--- config.mk ---
export PLATFORM = sky130hd
export DESIGN_NAME = dds_core
export DESIGN_NICKNAME = d
export VERILOG_FILES = /design/src/dds_core_pkg.sv /design/src/phase_to_sine.sv /design/src/phase_error_select.sv /design/src/dds_core.sv
export SDC_FILE = /design/constraint.sdc
export NUM_CORES = 1
export LEC_CHECK = 0
export ABC_CLOCK_PERIOD_IN_PS = 26000
export BUFFER_PORTS_ARGS = -buffer_cell sky130_fd_sc_hd__buf_2
export CAP_MARGIN = 20
export CORE_ASPECT_RATIO = 1.5
export CORE_MARGIN = 5
export CORE_UTILIZATION = 45
export CTS_CLUSTER_DIAMETER = 150
export CTS_CLUSTER_SIZE = 10
export DETAILED_ROUTE_END_ITERATION = 10
export HOLD_SLACK_MARGIN = 0.1
export SYNTH_ARGS = -nofsm -noshare
export SYNTH_HDL_FRONTEND = slang
export SYNTH_HIERARCHICAL = 1
export SYNTH_SLANG_ARGS = --single-unit
--- constraint.sdc ---
create_clock -name mclk -period 26 [get_ports mclk]
set_input_delay 2.6 -clock mclk [delete_from_list [all_inputs] [get_ports mclk]]
set_output_delay 2.6 -clock mclk [all_outputs]
set_load 0.02 [all_outputs]
--- src/dds_core_pkg.sv ---
// Function
// - Phase accumulator is a modulo 2^48 counter stepped by the step word.
// - Every sample clock the 48-bit step word adds to the running total.
// - Overflow wraps and keeps the remainder; fout equals step/2^48 times fs.
// - A 14-bit phase offset shifts phase by 2*pi*offset/2^14.
// - Bit 0 of the loop control register selects open or closed loop.
// - Single-tone mode uses the stored single-tone step word, ignores references.
// - Single-tone mode ignores the step word's least significant bit.
// - Holdover reuses step words recorded while the loop was closed and valid.
// - Holdover is entered and left automatically or manually per configuration.
// - Closed loop feeds the accumulator with the loop filter step word.
// - The phase offset is not applied while the loop is closed.
// - A 10-bit DAC current scale spans two registers.
// - Coarse detector counts sample periods between reference and feedback edges.
// - Coarse gain uses a 3-bit shift and a 6-bit multiplier field.
// - Fine detector samples at fs over four times a 4-bit divider, reset 5.
// - Fine gain is an 8-bit field defaulting to 200.
// - Fine result is the phase error unless it over- or underflows.
package dds_core_pkg;

  // ****************************************************************
  // Widths
  // ****************************************************************
  localparam int ACC_W = 48;
  localparam int PHS_W = 14;
  localparam int AMP_W = 14;
  localparam int FSC_W = 10;
  localparam int CPD_W = 18;
  localparam int FPD_W = 12;
  localparam int ERR_W = 32;

  // ****************************************************************
  // Register word indices (byte address is four times the index)
  // ****************************************************************
  localparam logic [11:0] IDX_FINE_DIV = 12'h023;
  localparam logic [11:0] IDX_LOOP_CTRL = 12'h100;
  localparam logic [11:0] IDX_FINE_GAIN = 12'h404;
  localparam logic [11:0] IDX_FSC_LOW = 12'h40b;
  localparam logic [11:0] IDX_FSC_HIGH = 12'h40c;
  localparam logic [11:0] IDX_COARSE_GAIN = 12'h405;
  localparam logic [11:0] IDX_PHASE_OFS = 12'h406;
  localparam logic [11:0] IDX_TONE_LO = 12'h407;
  localparam logic [11:0] IDX_TONE_HI = 12'h408;
  localparam logic [11:0] IDX_STATUS = 12'h409;

  // ****************************************************************
  // Control bit positions
  // ****************************************************************
  localparam int CTL_CLOSE = 0;
  localparam int CTL_TONE = 1;
  localparam int CTL_HOLD_MAN = 2;
  localparam int CTL_HOLD_AUTO = 3;

  // ****************************************************************
  // Reset values
  // ****************************************************************
  localparam logic [3:0] FINE_DIV_RST = 4'h5;
  localparam logic [7:0] FINE_GAIN_RST = 8'hc8;
  localparam logic [FSC_W-1:0] FSC_RST = 10'h200;
  localparam logic [7:0] CTRL_RST = 8'h00;

  typedef enum logic [1:0] {
    MODE_TONE,
    MODE_HOLD,
    MODE_CLOSED
  } mode_t;

endpackage

--- src/phase_to_sine.sv ---
`timescale 1ns/1ps
`default_nettype none
module phase_to_sine
  import dds_core_pkg::*;
(
  // Clock and reset
  input wire logic mclk,
  input wire logic rst,
  // Phase in, amplitude out
  input wire logic [PHS_W-1:0] phase,
  output logic [AMP_W-1:0] sample
);

  // ****************************************************************
  // Triangle approximation of a sine; a ROM would cost area here
  // ****************************************************************
  logic [PHS_W-2:0] ramp;

  always_comb begin
    ramp = {1'b0, phase[PHS_W-2] ? ~phase[PHS_W-3:0] : phase[PHS_W-3:0]};
  end

  always_ff @(posedge mclk or posedge rst) begin
    if (rst) begin
      sample <= '0;
    end else begin
      sample <= phase[PHS_W-1] ? {1'b0, ramp} : {1'b1, ~ramp};
    end
  end

endmodule
`default_nettype wire

--- src/phase_error_select.sv ---
`timescale 1ns/1ps
`default_nettype none
module phase_error_select
  import dds_core_pkg::*;
(
  // Clock and reset
  input wire logic mclk,
  input wire logic rst,
  // Detector results
  input wire logic [CPD_W-1:0] coarse_count,
  input wire logic [2:0] coarse_gain_shift,
  input wire logic [5:0] coarse_gain_multiplier,
  input wire logic [FPD_W-1:0] fine_result,
  input wire logic [7:0] fine_gain_scale,
  input wire logic fine_over,
  input wire logic fine_under,
  input wire logic strobe,
  // Selected error
  output logic [ERR_W-1:0] phase_error,
  output logic used_coarse
);

  logic [ERR_W-1:0] coarse_scaled;
  logic [ERR_W-1:0] fine_scaled;

  always_comb begin
    coarse_scaled = ERR_W'(({14'h0000, coarse_count} * coarse_gain_multiplier) << coarse_gain_shift);
    fine_scaled = ERR_W'({20'h00000, fine_result} * fine_gain_scale);
  end

  always_ff @(posedge mclk or posedge rst) begin
    if (rst) begin
      phase_error <= '0;
      used_coarse <= 1'b0;
    end else if (strobe) begin
      if (fine_over || fine_under) begin
        phase_error <= coarse_scaled;
        used_coarse <= 1'b1;
      end else begin
        phase_error <= fine_scaled;
        used_coarse <= 1'b0;
      end
    end
  end

endmodule
`default_nettype wire

--- src/dds_core.sv ---
`timescale 1ns/1ps
`default_nettype none
module dds_core
  import dds_core_pkg::*;
(
  // Clock and reset
  input wire logic mclk,
  input wire logic rst,
  // APB slave
  input wire logic psel,
  input wire logic penable,
  input wire logic pwrite,
  input wire logic [15:0] paddr,
  input wire logic [31:0] pwdata,
  output logic [31:0] prdata,
  output logic pready,
  output logic pslverr,
  // Loop filter step word and lock
  input wire logic [ACC_W-1:0] filter_step_word,
  input wire logic loop_valid,
  input wire logic ref_lost,
  // Detector edges (asynchronous pins)
  input wire logic ref_edge,
  input wire logic fbk_edge,
  // Fine detector result, valid on its sample tick
  input wire logic [FPD_W-1:0] fine_result,
  input wire logic fine_over,
  input wire logic fine_under,
  // Outputs
  output logic [AMP_W-1:0] dac_sample,
  output logic [FSC_W-1:0] dac_current_scale,
  output logic fine_sample_tick,
  output logic [ERR_W-1:0] phase_error,
  output logic error_from_coarse
);

  // ****************************************************************
  // Registers
  // ****************************************************************
  logic [3:0] fine_sample_divider_r;
  logic [7:0] pll_loop_control_r;
  logic [7:0] fine_gain_scale_r;
  logic [FSC_W-1:0] fsc_r;
  logic [2:0] coarse_gain_shift_r;
  logic [5:0] coarse_gain_multiplier_r;
  logic [PHS_W-1:0] phase_offset_r;
  logic [ACC_W-1:0] single_tone_step_word_r;
  logic [ACC_W-1:0] hold_word_r;
  logic hold_ok_r;
  logic [ACC_W-1:0] acc_r;
  logic [ACC_W-1:0] frequency_step_word;
  logic [PHS_W-1:0] phase_word;
  logic [5:0] fine_cnt_r;
  logic [CPD_W-1:0] coarse_cnt_r;
  logic [CPD_W-1:0] coarse_hold_r;
  logic [2:0] ref_sync_r;
  logic [2:0] fbk_sync_r;
  logic ref_lvl_r;
  logic fbk_lvl_r;
  logic coarse_run_r;
  logic coarse_done_r;
  mode_t mode;

  function automatic logic hit(input logic [15:0] a, input logic [11:0] idx);
    hit = (a[15:2] == {2'b00, idx}) && (a[1:0] == 2'b00);
  endfunction

  logic wr;
  logic rd_any;
  logic mapped;
  assign wr = psel && penable && pwrite;
  assign rd_any = psel && !penable;
  assign mapped = hit(paddr, IDX_FINE_DIV) || hit(paddr, IDX_LOOP_CTRL) ||
    hit(paddr, IDX_FINE_GAIN) || hit(paddr, IDX_FSC_LOW) || hit(paddr, IDX_FSC_HIGH) ||
    hit(paddr, IDX_COARSE_GAIN) || hit(paddr, IDX_PHASE_OFS) ||
    hit(paddr, IDX_TONE_LO) || hit(paddr, IDX_TONE_HI) || hit(paddr, IDX_STATUS);

  // ****************************************************************
  // Register writes
  // ****************************************************************
  always_ff @(posedge mclk or posedge rst) begin
    if (rst) begin
      fine_sample_divider_r <= FINE_DIV_RST;
      pll_loop_control_r <= CTRL_RST;
      fine_gain_scale_r <= FINE_GAIN_RST;
      fsc_r <= FSC_RST;
      coarse_gain_shift_r <= '0;
      coarse_gain_multiplier_r <= '0;
      phase_offset_r <= '0;
      single_tone_step_word_r <= '0;
    end else if (wr) begin
      if (hit(paddr, IDX_FINE_DIV)) fine_sample_divider_r <= pwdata[3:0];
      if (hit(paddr, IDX_LOOP_CTRL)) pll_loop_control_r <= pwdata[7:0];
      if (hit(paddr, IDX_FINE_GAIN)) fine_gain_scale_r <= pwdata[7:0];
      if (hit(paddr, IDX_FSC_LOW)) fsc_r[7:0] <= pwdata[7:0];
      if (hit(paddr, IDX_FSC_HIGH)) fsc_r[9:8] <= pwdata[1:0];
      if (hit(paddr, IDX_COARSE_GAIN)) begin
        coarse_gain_shift_r <= pwdata[2:0];
        coarse_gain_multiplier_r <= pwdata[13:8];
      end
      if (hit(paddr, IDX_PHASE_OFS)) phase_offset_r <= pwdata[PHS_W-1:0];
      if (hit(paddr, IDX_TONE_LO)) single_tone_step_word_r[31:0] <= pwdata;
      if (hit(paddr, IDX_TONE_HI)) single_tone_step_word_r[47:32] <= pwdata[15:0];
    end
  end

  // ****************************************************************
  // APB answer: zero wait states, unmapped reads zero with error
  // ****************************************************************
  always_ff @(posedge mclk or posedge rst) begin
    if (rst) begin
      prdata <= '0;
      pready <= 1'b0;
      pslverr <= 1'b0;
    end else begin
      pready <= rd_any;
      pslverr <= rd_any && !mapped;
      prdata <= '0;
      if (rd_any && !pwrite) begin
        if (hit(paddr, IDX_FINE_DIV)) prdata <= {28'h0000000, fine_sample_divider_r};
        if (hit(paddr, IDX_LOOP_CTRL)) prdata <= {24'h000000, pll_loop_control_r};
        if (hit(paddr, IDX_FINE_GAIN)) prdata <= {24'h000000, fine_gain_scale_r};
        if (hit(paddr, IDX_FSC_LOW)) prdata <= {24'h000000, fsc_r[7:0]};
        if (hit(paddr, IDX_FSC_HIGH)) prdata <= {30'h00000000, fsc_r[9:8]};
        if (hit(paddr, IDX_COARSE_GAIN)) begin
          prdata <= {18'h00000, coarse_gain_multiplier_r, 5'h00, coarse_gain_shift_r};
        end
        if (hit(paddr, IDX_PHASE_OFS)) prdata <= {18'h00000, phase_offset_r};
        if (hit(paddr, IDX_TONE_LO)) prdata <= single_tone_step_word_r[31:0];
        if (hit(paddr, IDX_TONE_HI)) prdata <= {16'h0000, single_tone_step_word_r[47:32]};
        if (hit(paddr, IDX_STATUS)) begin
          prdata <= {28'h0000000, hold_ok_r, 1'b0, 2'(mode)};
        end
      end
    end
  end

  // ****************************************************************
  // Mode selection
  // ****************************************************************
  // Automatic holdover drops out of the loop when the reference is lost
  always_comb begin
    if (pll_loop_control_r[CTL_TONE]) begin
      mode = MODE_TONE;
    end else if (!pll_loop_control_r[CTL_CLOSE]) begin
      mode = hold_ok_r ? MODE_HOLD : MODE_TONE;
    end else if (hold_ok_r && (pll_loop_control_r[CTL_HOLD_MAN] ||
        (pll_loop_control_r[CTL_HOLD_AUTO] && ref_lost))) begin
      mode = MODE_HOLD;
    end else begin
      mode = MODE_CLOSED;
    end
  end

  always_ff @(posedge mclk or posedge rst) begin
    if (rst) begin
      hold_word_r <= '0;
      hold_ok_r <= 1'b0;
    end else if (mode == MODE_CLOSED && loop_valid) begin
      hold_word_r <= filter_step_word;
      hold_ok_r <= 1'b1;
    end
  end

  always_comb begin
    case (mode)
      MODE_TONE: frequency_step_word = {single_tone_step_word_r[ACC_W-1:1], 1'b0};
      MODE_HOLD: frequency_step_word = hold_word_r;
      MODE_CLOSED: frequency_step_word = filter_step_word;
      default: frequency_step_word = '0;
    endcase
  end

  // ****************************************************************
  // Accumulator; the carry out is dropped so the excess is kept
  // ****************************************************************
  always_ff @(posedge mclk or posedge rst) begin
    if (rst) begin
      acc_r <= '0;
    end else begin
      acc_r <= ACC_W'(acc_r + frequency_step_word);
    end
  end

  always_comb begin
    if (mode == MODE_CLOSED) begin
      phase_word = acc_r[ACC_W-1 -: PHS_W];
    end else begin
      phase_word = PHS_W'(acc_r[ACC_W-1 -: PHS_W] + phase_offset_r);
    end
  end

  phase_to_sine u_sine (
    .mclk(mclk),
    .rst(rst),
    .phase(phase_word),
    .sample(dac_sample)
  );

  always_ff @(posedge mclk or posedge rst) begin
    if (rst) begin
      dac_current_scale <= FSC_RST;
    end else begin
      dac_current_scale <= fsc_r;
    end
  end

  // ****************************************************************
  // Fine detector sample tick: one pulse every 4 x divider cycles
  // ****************************************************************
  always_ff @(posedge mclk or posedge rst) begin
    if (rst) begin
      fine_cnt_r <= '0;
      fine_sample_tick <= 1'b0;
    end else if (fine_cnt_r >= 6'({fine_sample_divider_r, 2'b00}) - 6'h01) begin
      fine_cnt_r <= '0;
      fine_sample_tick <= 1'b1;
    end else begin
      fine_cnt_r <= 6'(fine_cnt_r + 6'h01);
      fine_sample_tick <= 1'b0;
    end
  end

  // ****************************************************************
  // Coarse detector: counts fs periods from a reference edge to a
  // feedback edge; the count saturates rather than wrapping
  // ****************************************************************
  always_ff @(posedge mclk or posedge rst) begin
    if (rst) begin
      ref_sync_r <= '0;
      fbk_sync_r <= '0;
      ref_lvl_r <= 1'b0;
      fbk_lvl_r <= 1'b0;
    end else begin
      ref_sync_r <= {ref_sync_r[1:0], ref_edge};
      fbk_sync_r <= {fbk_sync_r[1:0], fbk_edge};
      if (ref_sync_r[1] == ref_sync_r[2]) ref_lvl_r <= ref_sync_r[2];
      if (fbk_sync_r[1] == fbk_sync_r[2]) fbk_lvl_r <= fbk_sync_r[2];
    end
  end

  logic ref_rise;
  logic fbk_rise;
  assign ref_rise = (ref_sync_r[1] == ref_sync_r[2]) && ref_sync_r[2] && !ref_lvl_r;
  assign fbk_rise = (fbk_sync_r[1] == fbk_sync_r[2]) && fbk_sync_r[2] && !fbk_lvl_r;

  always_ff @(posedge mclk or posedge rst) begin
    if (rst) begin
      coarse_run_r <= 1'b0;
      coarse_cnt_r <= '0;
      coarse_hold_r <= '0;
      coarse_done_r <= 1'b0;
    end else begin
      coarse_done_r <= 1'b0;
      if (ref_rise && !coarse_run_r) begin
        coarse_run_r <= 1'b1;
        // The period that ends at the feedback edge is counted as well
        coarse_cnt_r <= CPD_W'(1);
      end else if (coarse_run_r && fbk_rise) begin
        coarse_run_r <= 1'b0;
        coarse_hold_r <= coarse_cnt_r;
        coarse_done_r <= 1'b1;
      end else if (coarse_run_r && coarse_cnt_r != '1) begin
        coarse_cnt_r <= CPD_W'(coarse_cnt_r + 1'b1);
      end
    end
  end

  // Fine result is taken on its tick; the coarse count stays valid meanwhile
  phase_error_select u_sel (
    .mclk(mclk),
    .rst(rst),
    .coarse_count(coarse_hold_r),
    .coarse_gain_shift(coarse_gain_shift_r),
    .coarse_gain_multiplier(coarse_gain_multiplier_r),
    .fine_result(fine_result),
    .fine_gain_scale(fine_gain_scale_r),
    .fine_over(fine_over),
    .fine_under(fine_under),
    .strobe(fine_sample_tick),
    .phase_error(phase_error),
    .used_coarse(error_from_coarse)
  );

endmodule
`default_nettype wire

# After elaboration in Yosys (flattened, before gate mapping)
# Index checks and enable logic that the tools add are counted.
[totals]
reg_bits = 341
in_bits = 119
out_inout_bits = 92
[op_classes]
n_shift = 1
reduce_logical = 57
n_lt_le_gt_ge = 1
n_bitwise = 3
n_eq_ne = 16
mul = 2
add_sub_neg = 5
n_mux = 28
[op_table]
columns = ["op", "count"]
rows = [
  ["$mux 32", 11],
  ["$pmux 48 s3", 1],
  ["$eq 14x11->1 const B", 8],
  ["$mux 18", 3],
  ["$add 48x48->48", 1],
  ["$shl 24x3->32", 1],
  ["$mux 14", 2],
  ["$logic_and 1x1->1", 25],
  ["$mul 18x6->24", 1],
  ["$reduce_and 2->1", 11],
  ["$mul 12x8->20", 1],
  ["$add 18x1->18 const B", 1],
  ["$ne 18x18->1 const B", 1],
  ["$add 14x14->14", 1],
  ["$eq 14x6->1 const B", 1],
  ["$eq 14x9->1 const B", 1],
  ["$not 12->13", 1],
  ["$mux 12", 1],
  ["$not 12->12", 1],
  ["$logic_or 1x1->1", 11],
  ["$add 6x1->6 const B", 1],
  ["$ge 6x6->1", 1],
  ["$logic_not 1->1", 6],
  ["$mux 2", 3],
  ["other kinds (11)", 18],
]

# Longest topological paths before layout
# Gate-level depths: netlist of run 1.
[depth]
depth_word = 13
depth_mapped = 18
mapped_depth_nobuf = 17

# By module
# Netlist of run 1, hierarchy kept.
[modules_own_cells]
columns = ["mod", "seq_area_each_um2", "instances", "cells_per_inst", "area_each_um2"]
rows = [
  ["dds_core", 7365.8, 1, 1415, 15242.1],
  ["phase_error_select", 800.8, 1, 1031, 8919.8],
  ["phase_to_sine", 325.3, 1, 31, 653.1],
]

# Worst setup path after synthesis of run 1
# Ideal clock, no wire load.
[synth_path]
kind = "input to register"
startpoint = "input fine_result[7]"
endpoint = "register u_sel.phase_error[17]"
t_arrival_ns = 6.609
stages = 14
setup_time_ns = 0.126
setup_slack_ns = 19.265
required_time_ns = 25.874
cell_sequence = "and2_1 fa_1 fa_1 fa_1 fa_1 ha_1 a21oi_1 nor3b_1 inv_1 o2111ai_1 a31oi_1 or3_1 a32o_1 a221o_1"
[synth_via]
elab_chain_len = 2
[synth_rtl]
columns = ["item", "line", "rtl"]
rows = [
  ["from (decl)", "dds_core.sv:26", "input wire logic [FPD_W-1:0] fine_result,"],
  ["$mul 12x8->20", "phase_error_select.sv:28", "fine_scaled = ERR_W'({20'h00000, fine_result} * fine_gain_scale);"],
  ["$mux 32", "phase_error_select.sv:36", "if (fine_over || fine_under) begin"],
  ["to (signal assigned)", "phase_error_select.sv:37", "phase_error <= coarse_scaled;"],
  ["to (signal assigned)", "phase_error_select.sv:40", "phase_error <= fine_scaled;"],
  ["to (decl)", "phase_error_select.sv:19", "output logic [ERR_W-1:0] phase_error,"],
]
# Every way passes these cells.
# A chain may end at the register's enable or synchronous reset.

# Worst setup path in the final report of run 1
# Ends and elaborated chain as after synthesis.

==> results of run 1 <==
==> sequential cells by signal, summed over array words and instances, names as in the netlist, 8 cells and up <==
signal / cells
single_tone_step_word_r: 48
fine_gain_scale_r: 8
hold_word_r: 48
acc_r: 48
coarse_cnt_r: 18
prdata: 32
dac_current_scale: 10
u_sine/sample: 13
coarse_hold_r: 18
u_sel/phase_error: 31
phase_offset_r: 14
pll_loop_control_r: 8
fsc_r: 10
==> layout make-up <==
cell class / count / area share (%)
diodes: 5 / 0.0456
flip-flops and latches: 339 / 30.9
inverters: 204 / 2.82
repair buffers: 224 / 4.27
well taps: 695 / 3.17
clock inverters: 2 / 0.0912
multi-input cells: 1831 / 54.9
clock buffers: 47 / 3.74
==> placed cells by master (no fill, tap or decap), types with 7 or more instances in the layout <==
cell type and instances:
ha_1 141, xnor3_1 12, a221oi_1 12, xnor2_1 51, nor2_1 152, nor3_1 27
or2_2 7, a221o_1 8, inv_1 200, a211oi_1 16, mux2i_1 19, nand2b_1 14
o21bai_1 12, and2_1 161, buf_2 209, a31oi_1 16, xor2_1 51, nand2_1 243
or3_1 8, o21ai_0 83, o21a_1 15, nand3b_1 11, o211ai_1 13, and3_1 31
nand3_1 32, nand4_1 16, nor2b_1 17, a22oi_1 62, clkbuf_1 7, a21o_1 50
fa_1 127, mux2_2 165, dfrtp_1 332, dfstp_2 7, o221ai_1 22, clkbuf_16 40
mux4_2 9, a21oi_1 100, buf_4 14
==> critical path, stage by stage <==
cell and delay (ns):
buf_2 0.14, and2_1 0.16, fa_1 0.53, fa_1 0.58, fa_1 0.45, fa_1 0.45, ha_1 0.33, a21oi_1 0.25
nor3b_1 0.21, inv_1 0.07, o2111ai_1 0.34, a31oi_1 0.15, or3_1 0.33, a32o_1 0.25, a221o_1 0.27
==> path summary, 6_finish.rpt <==
path,cells after the start,slack [ns],to,startpoint
max,15,19.32,u_sel/phase_error[17],fine_result[7]
min in group asynchronous,2,2.13,u_sine/sample[0],rst
max reg2reg,15,20.59,u_sel/phase_error[18],coarse_gain_multiplier_r[1]
max in group asynchronous,3,22.26,hold_word_r[15],rst
min,0,0.37,fbk_sync_r[1],fbk_sync_r[0]
min reg2reg,0,0.37,fbk_sync_r[1],fbk_sync_r[0]
==> layer usage <==
layer  vias to the layer above  GRT usage [%]
met5                         -              0
met1                      9480           25.6
met2                       485           42.1
met3                       140           4.56
li1                       8926              -
met4                        14           7.26
==> per-stage QoR <==
step           total power, uW  instance area (um^2)
5_1_grt                   1930                 27400
3_5_place_dp              1330                 26400
4_1_cts                   1830                 27400
3_3_place_gp              1320                 26400
2_1_floorplan             1170                 24800
6_report                  1810                 27400
==> report_power, final <==
group	internal (uW)	total, uW	leakage (uW)	switching [uW]
clock network	275	491	0.000513	216
registers	616	674	0.00437	57.4
logic	285	649	0.00888	364
==> logic make-up (layout without fill, tap and decap cells) <==
logic type,after synthesis,in the layout
compound gates,489,489
xor+xnor,114,114
fa+ha+maj,268,268
buf+inv,307,477
flops,339,339
mux,198,198
other cells,1,6
simple gates,761,761
==> summary.txt, run 1 <==
Reg area: 8490 um^2
Setup crit end kind: flip-flop
WP data required: 26.44 ns
Vias in the first global route: 20200
Critical Path Source Type: input pin
Mean Syn Cell Area: 10.0 um^2
Met2 Wirelength: 36.3 mm
Post-CTS setup repair buffer count: 0
Final setup viols: 0
Top Ports: 211
Synth cell types: 107
Final Worst Setup Slack: 19.32 ns
Final #Nets: 3026
Tcrit/Tclk final: 25.7%
Mux cell area share after synthesis: 9.36%
Max Fclk: 150 MHz
H-Tree Depth: 2
Post-CTS Hold Buffers: 0
Top-area cell type share of the netlist area: 33.5%
Longest Clk Path Bufs: 3
Synth Area in Adders: 17.4%
Vias per cell: 5.69
WHS: 0.371 ns
Post-synth EDFFs: 0
TritonRoute pass-1 iters: 6
Compound-cell area share of the yosys netlist: 13.7%
Gr ovfl total: 0
CTS tree: done
Final WL: 68.2 mm
Met1 Routed Length: 26.0 mm
Top sig layer: met5
Max FO, Critical Path: 8
Sequential area share after synthesis: 34.2%
Post_cts resized: 0
First-pass GRT wire length: 109 mm
Pwr Density: 66.1 nW/um^2
Most frequent cells after synthesis: dfrtp_1, nand2_1, inv_1, mux2_2, and2_1
Final GP Congestion: 0.895
Main combinational cell family by area after synthesis: adder cells
Max-cap viol count: 0
Least-Margin Pin Slew: 1.02 ns
Pin count of the biggest net entering global routing: 170
Die width: 202 um
Cell with the most instances after synthesis: dfrtp_1
Die height: 298 um
Site row count: 105
Crit path time final: 6.68 ns
Dpl ws: 18.75 ns
Final Util: 50.2%
Worst-Skew Late Latency: 0.57 ns
Die area: 60000 um^2
Post-synthesis register bit count: 339
Dpl hpwl: 52.9 mm
Top FF cell, synth: dfrtp_1
Status: finished clean
Slew margin rel.: 31.9%
Synthesized instance count: 2477
Synth area leaders: dfrtp_1, fa_1, mux2_2, ha_1, and2_1
Mapped cell area: 24800 um^2
Post-Synth XOR/XNOR Area: 4.69%
CORE AREA: 54700 um^2
Via count: 19000
Syn nets: 2864
CTS clk-pin slew, worst paths: 0.06 ns
Area growth from synthesis to layout: 10.6%
Starting Density: 45.4%
CTS Buf Count: 39
Post-Layout Cell Count: 3347
Initial drt markers: 1003
Initial antenna violation count: 11
Clock sinks: 339
Yosys top cell by area: dfrtp_1
Post-synth ARST share: 100%
P_leak: 0.0138 uW
Clock Root Buffer: clkbuf_16
Multi-input logic area: 15100 um^2
GRT Overall Usage: 22.5%
Crit path DAT: 7.12 ns
Routed Antenna Nets: 0
Met3 WL: 3.66 mm
Slew Limit Fails: 0
RSZ-0062 raised after global routing: false
Critical path type: in -> reg
Dpl cells: 3293
Final-report hold violation count: 0
Setup Skew: 0.0316 ns
Final TNS setup: 0 ns
Routed WL per cell: 20.4 um
Fill count: 5111
# DRC: 0
Port buffer count: 209
Synth warn: 6
Maximum vdd drop: 0.0488 mV
Layout cell share with drive strength beyond 1: 18.7%
Synth Area in Simple Gates: 15.5%
Worst min-delay path class: reg -> reg
Power figures use the tool's default switching activity.
==> run 2: changes to the inputs <==
Settings changed: ABC_CLOCK_PERIOD_IN_PS 26000 to 5930, PLACE_DENSITY set to 0.65.
Clock period 26 ns to 5.93 ns, I/O delays scaled along.
==> summary.txt, run 2 (same netlist as run 1, synthesis figures left out) <==
Status: finished clean
Reg area: 8490 um^2
CTS tree: done
Max Fclk: 185 MHz
Critical path type: reg -> reg
Tcrit/Tclk final: 91.3%
Clock sinks: 339
Pwr Density: 290 nW/um^2
Placement-stage cell area: 26500 um^2
Initial drt markers: 1244
Setup Skew: 0.0271 ns
CP most frequent cell: fa_1
Pin count of the biggest net entering global routing: 181
Worst reg2reg path depth: 15
Final TNS setup: 0 ns
Critical Path Source Type: flip-flop
Starting Density: 45.4%
Routed Antenna Nets: 0
Layout cell share with drive strength beyond 1: 19.1%
Worst r2r dst: u_sel/phase_error[18]
Vias per cell: 5.73
TritonRoute pass-1 iters: 6
Pint: 5180 uW
Post-CTS Hold Buffers: 0
Crit. Startpoint: coarse_gain_multiplier_r[0]
Port buffer count: 209
Setup slack, reg-to-reg: 0.52 ns
Crit path to: u_sel/phase_error[18]
CTS Buf Count: 39
Area growth from synthesis to layout: 11.1%
Largest regs: acc_r x48, hold_word_r x48, single_tone_step_word_r x48
Die width: 202 um
Max-cap viol count: 0
RSZ-0062 raised after global routing: false
Die height: 298 um
Slew Limit Fails: 0
Worst-Skew Late Latency: 0.58 ns
Worst min-delay path class: in -> async
Final WL: 69.9 mm
P_sw: 2820 uW
Clock Root Buffer: clkbuf_16
CORE AREA: 54700 um^2
Multi-input logic area: 15100 um^2
Slowest cell on crit path: dfrtp_1
Post-Layout Inst Area: 27600 um^2
Most frequent cells in the layout: dfrtp_1, nand2_1, buf_2, inv_1, mux2_2
Longest Clk Path Bufs: 3
Critical path's largest stage delay: 0.63 ns
CTS clk-pin slew, worst paths: 0.06 ns
First-pass GRT wire length: 112 mm
Crit path time final: 5.41 ns
Combinational power share: 36.1%
Sw frac: 35.2%
Post-CTS setup repair buffer count: 0
R2R Path Start: coarse_gain_multiplier_r[0]
Slew margin rel.: 29.9%
WP data required: 6.38 ns
P_leak: 0.0138 uW
Most common cell after layout, fill and taps aside: dfrtp_1
Top Ports: 211
Initial antenna violation count: 9
Vias in the first global route: 20600
Maximum vdd drop: 0.309 mV
Post_cts resized: 0
Reg power frac: 36.9%
Fill count: 5098
Critical-path cell list: and2_1 -> fa_1 -> fa_1 -> inv_1 -> fa_1 -> inv_1 -> ha_1 -> o21a_1 -> o211a_1 -> a221o_1 -> a211o_2 -> xor2_1 -> mux2i_1 -> mux4_2 -> a211oi_1
Via count: 19300
Dpl hpwl: 54.7 mm
H-Tree Depth: 2
Final setup viols: 0
Least-Margin Pin Slew: 1.05 ns
Clock power frac: 27.0%
Max FO, Critical Path: 23
Gr ovfl total: 0
Final-report hold violation count: 0
Crit path DAT: 5.87 ns
Routed WL per cell: 20.8 um
Final #Nets: 3040
Site row count: 105
Setup crit end kind: flip-flop
Final GP Congestion: 0.933
# DRC: 0
Die area: 60000 um^2
GRT Overall Usage: 23.0%
-- run 2: cell types whose count changed in the layout (fill, tap and decap cells not counted), sizes merged --
cell / delta
clkinvlp: +1
diode: +1
inv: -1
buf: +14
clkbuf: +2
-- run 2: final cells by class --
cell class	instances	area share, %
clock inverter	2	0.0908
antenna	6	0.0545
multi-input combinational	1831	54.7
tap	695	3.15
timing repair buffer	238	4.67
sequential	339	30.8
clock buffer	49	3.75
inverter	204	2.79
-- run 2: worst min-delay path by stage --
stage | slack (ns) | endpoint | startpoint
global route | 0.12 | fbk_sync_r[0] | fbk_edge
CTS | 0.11 | fbk_sync_r[0] | fbk_edge
global placement | 0.33 | ref_sync_r[1] | ref_sync_r[0]
finish | 0.13 | u_sine/sample[1] | rst
detailed placement | 0.33 | fbk_sync_r[1] | fbk_sync_r[0]
floorplan | 0.33 | fbk_sync_r[1] | fbk_sync_r[0]
-- run 2: power groups by stage --
| stage | clock [uW] | combinational [uW] | sequential (uW) |
|---|---|---|---|
| 4_1_cts | 2220 | 2890 | 2950 |
| 6_report | 2160 | 2890 | 2950 |
| 2_1_floorplan | 0 | 2100 | 3020 |
| 3_5_place_dp | 0 | 2880 | 2990 |
| 5_1_grt | 2300 | 3210 | 2990 |
| 3_3_place_gp | 0 | 2830 | 2970 |
-- run 2: stage by stage --
stage               total power [uW]  utilization [%]  hold slack (ns)  setup WS (ns)  instances
floorplan                       5120                -            0.331          0.987       2477
global placement                5800             48.5            0.335          0.699       3307
detailed placement              5870             48.5            0.335          0.574       3307
CTS                             8070             50.4            0.109          0.545       3358
global route                    8510             50.4            0.117          0.238       3358
finish                          8000             50.4            0.130          0.517       3364
-- run 2: critical path: cells and delay by family (launching register included) --
kind | cells | cell delay (ns)
flops | 1 | 0.63
compound gates | 5 | 1.46
fa+ha+maj | 4 | 1.87
mux | 2 | 0.68
simple gates | 1 | 0.32
xor+xnor | 1 | 0.27
buf+inv | 2 | 0.09
-- run 2: metal layers --
layer / vias to the layer above / GRT usage [%] / part of all wire (%)
met3: 133 / 4.31 / 5.3
met4: 10 / 7.28 / 3.4
met5: - / 0 / 0.092
met1: 9649 / 26.7 / 39
met2: 528 / 42.7 / 53
li1: 8964 / - / -
==> run 3: changes to the inputs <==
Settings changed: CORE_MARGIN 5 to 3, PLACE_DENSITY 0.65 to 0.7, SLEW_MARGIN set to 0.
==> summary.txt, run 3 (same netlist as run 1, synthesis figures left out) <==
Gr ovfl total: 0
First-pass GRT wire length: 107 mm
Pin count of the biggest net entering global routing: 142
Routed Antenna Nets: 0
Critical path type: reg -> reg
Largest regs: acc_r x48, hold_word_r x48, single_tone_step_word_r x48
P_leak: 0.0138 uW
Post_cts resized: 0
Final Worst Setup Slack: 0.633 ns
CTS clk-pin slew, worst paths: 0.06 ns
Final setup viols: 0
Fill count: 4950
# DRC: 0
Routed WL per cell: 20.1 um
Final GP Congestion: 0.934
GRT Overall Usage: 23.1%
Final Util: 50.9%
Max-cap viol count: 0
Final-report hold violation count: 0
Initial drt markers: 1026
Die height: 294 um
Setup Skew: 0.0335 ns
Crit path DAT: 5.77 ns
Final #Nets: 3034
Tcrit/Tclk final: 89.3%
Area growth from synthesis to layout: 11.1%
Pwr Density: 290 nW/um^2
Final TNS setup: 0 ns
Via count: 19200
Total power: 7990 uW
Vias per cell: 5.72
Multi-input logic area: 15100 um^2
Starting Density: 45.8%
Worst-Skew Late Latency: 0.57 ns
Longest Clk Path Bufs: 3
Initial antenna violation count: 14
Port buffer count: 209
Dpl hpwl: 52.6 mm
TritonRoute pass-1 iters: 5
Post-CTS setup repair buffer count: 0
Worst min-delay path class: in -> reg
Clock Root Buffer: clkbuf_16
Post-CTS Hold Buffers: 3
CTS tree: done
Die width: 198 um
Top Ports: 211
Final WL: 67.6 mm
Crit path time final: 5.30 ns
CORE AREA: 54100 um^2
Maximum vdd drop: 0.227 mV
Critical Path Source Type: flip-flop
Slew Limit Fails: 0
Setup slack, reg-to-reg: 0.63 ns
Vias in the first global route: 20100
Most common cell after layout, fill and taps aside: dfrtp_1
H-Tree Depth: 2
Site row count: 104
Most frequent cells in the layout: dfrtp_1, nand2_1, buf_2, inv_1, mux2_2
Slew margin rel.: 35.9%
Status: finished clean
Max FO, Critical Path: 23
Max Fclk: 189 MHz
Layout cell share with drive strength beyond 1: 18.8%
WP data required: 6.40 ns
RSZ-0062 raised after global routing: false
Dpl ws: 0.629 ns
CTS Buf Count: 39
Setup crit end kind: flip-flop
Clock sinks: 339
Least-Margin Pin Slew: 0.955 ns
Reg area: 8490 um^2
Die area: 58100 um^2
==> run 3: changes by cell type in the layout (fill, tap and decap cells not counted) <==
cell           previous run  this run
buf_4                    27        18
clkbuf_1                  9        16
diode_2                   6        11
dlygate4sd3_1             0         3
==> run 3: worst paths after layout <==
path | from | end | depth (start not counted)
max reg2reg | coarse_gain_multiplier_r[0] | u_sel/phase_error[18] | 15
min in group asynchronous | rst | fine_cnt_r[2] | 3
max | coarse_gain_multiplier_r[0] | u_sel/phase_error[18] | 15
min | pwdata[17] | single_tone_step_word_r[17] | 2
min reg2reg | ref_sync_r[0] | ref_sync_r[1] | 0
max in group asynchronous | rst | hold_word_r[17] | 4
==> run 3: critical path, stage by stage (launching register included) <==
cell	delay (ns)
dfrtp_1	0.76
and2_1	0.27
fa_1	0.43
fa_1	0.56
inv_1	0.05
fa_1	0.47
inv_1	0.04
ha_1	0.33
o21a_1	0.24
o211a_1	0.23
a221o_1	0.34
a211o_2	0.36
xor2_1	0.24
mux2i_1	0.17
mux4_2	0.48
a211oi_1	0.23
==> run 3: per-layer routing <==
metal | global-route usage [%] | up-vias | routed length (um)
met3 | 4.27 | 149 | 3710
met4 | 10.1 | 10 | 3140
met1 | 27.1 | 9537 | 26100
li1 | - | 8968 | -
met2 | 41.2 | 574 | 34600
met5 | 0 | - | 54
==> run 3: report_power, final <==
part | total, uW | leakage (uW) | switching (uW) | internal, uW
logic | 2860 | 0.00892 | 1600 | 1260
registers | 2950 | 0.00437 | 253 | 2700
clock network | 2180 | 0.000523 | 951 | 1230
total | 7990 | 0.0138 | 2800 | 5190
==> run 3: per-stage QoR <==
stage               std cells  hold WS [ns]  area [um^2]
finish                   3364         0.275        27600
global route             3357         0.250        27500
CTS                      3353         0.234        27500
detailed placement       3292         0.335        26400
global placement         3292         0.332        26400
floorplan                2477         0.331        24800
==> run 3: area by class of cell <==
cell class / count / area share [%]
multi-input cells: 1831 / 54.7
flip-flops and latches: 339 / 30.8
repair buffers: 232 / 4.54
clock buffers: 56 / 3.85
well taps: 689 / 3.13
inverters: 204 / 2.79
diodes: 11 / 0.0999
clock inverters: 2 / 0.0908
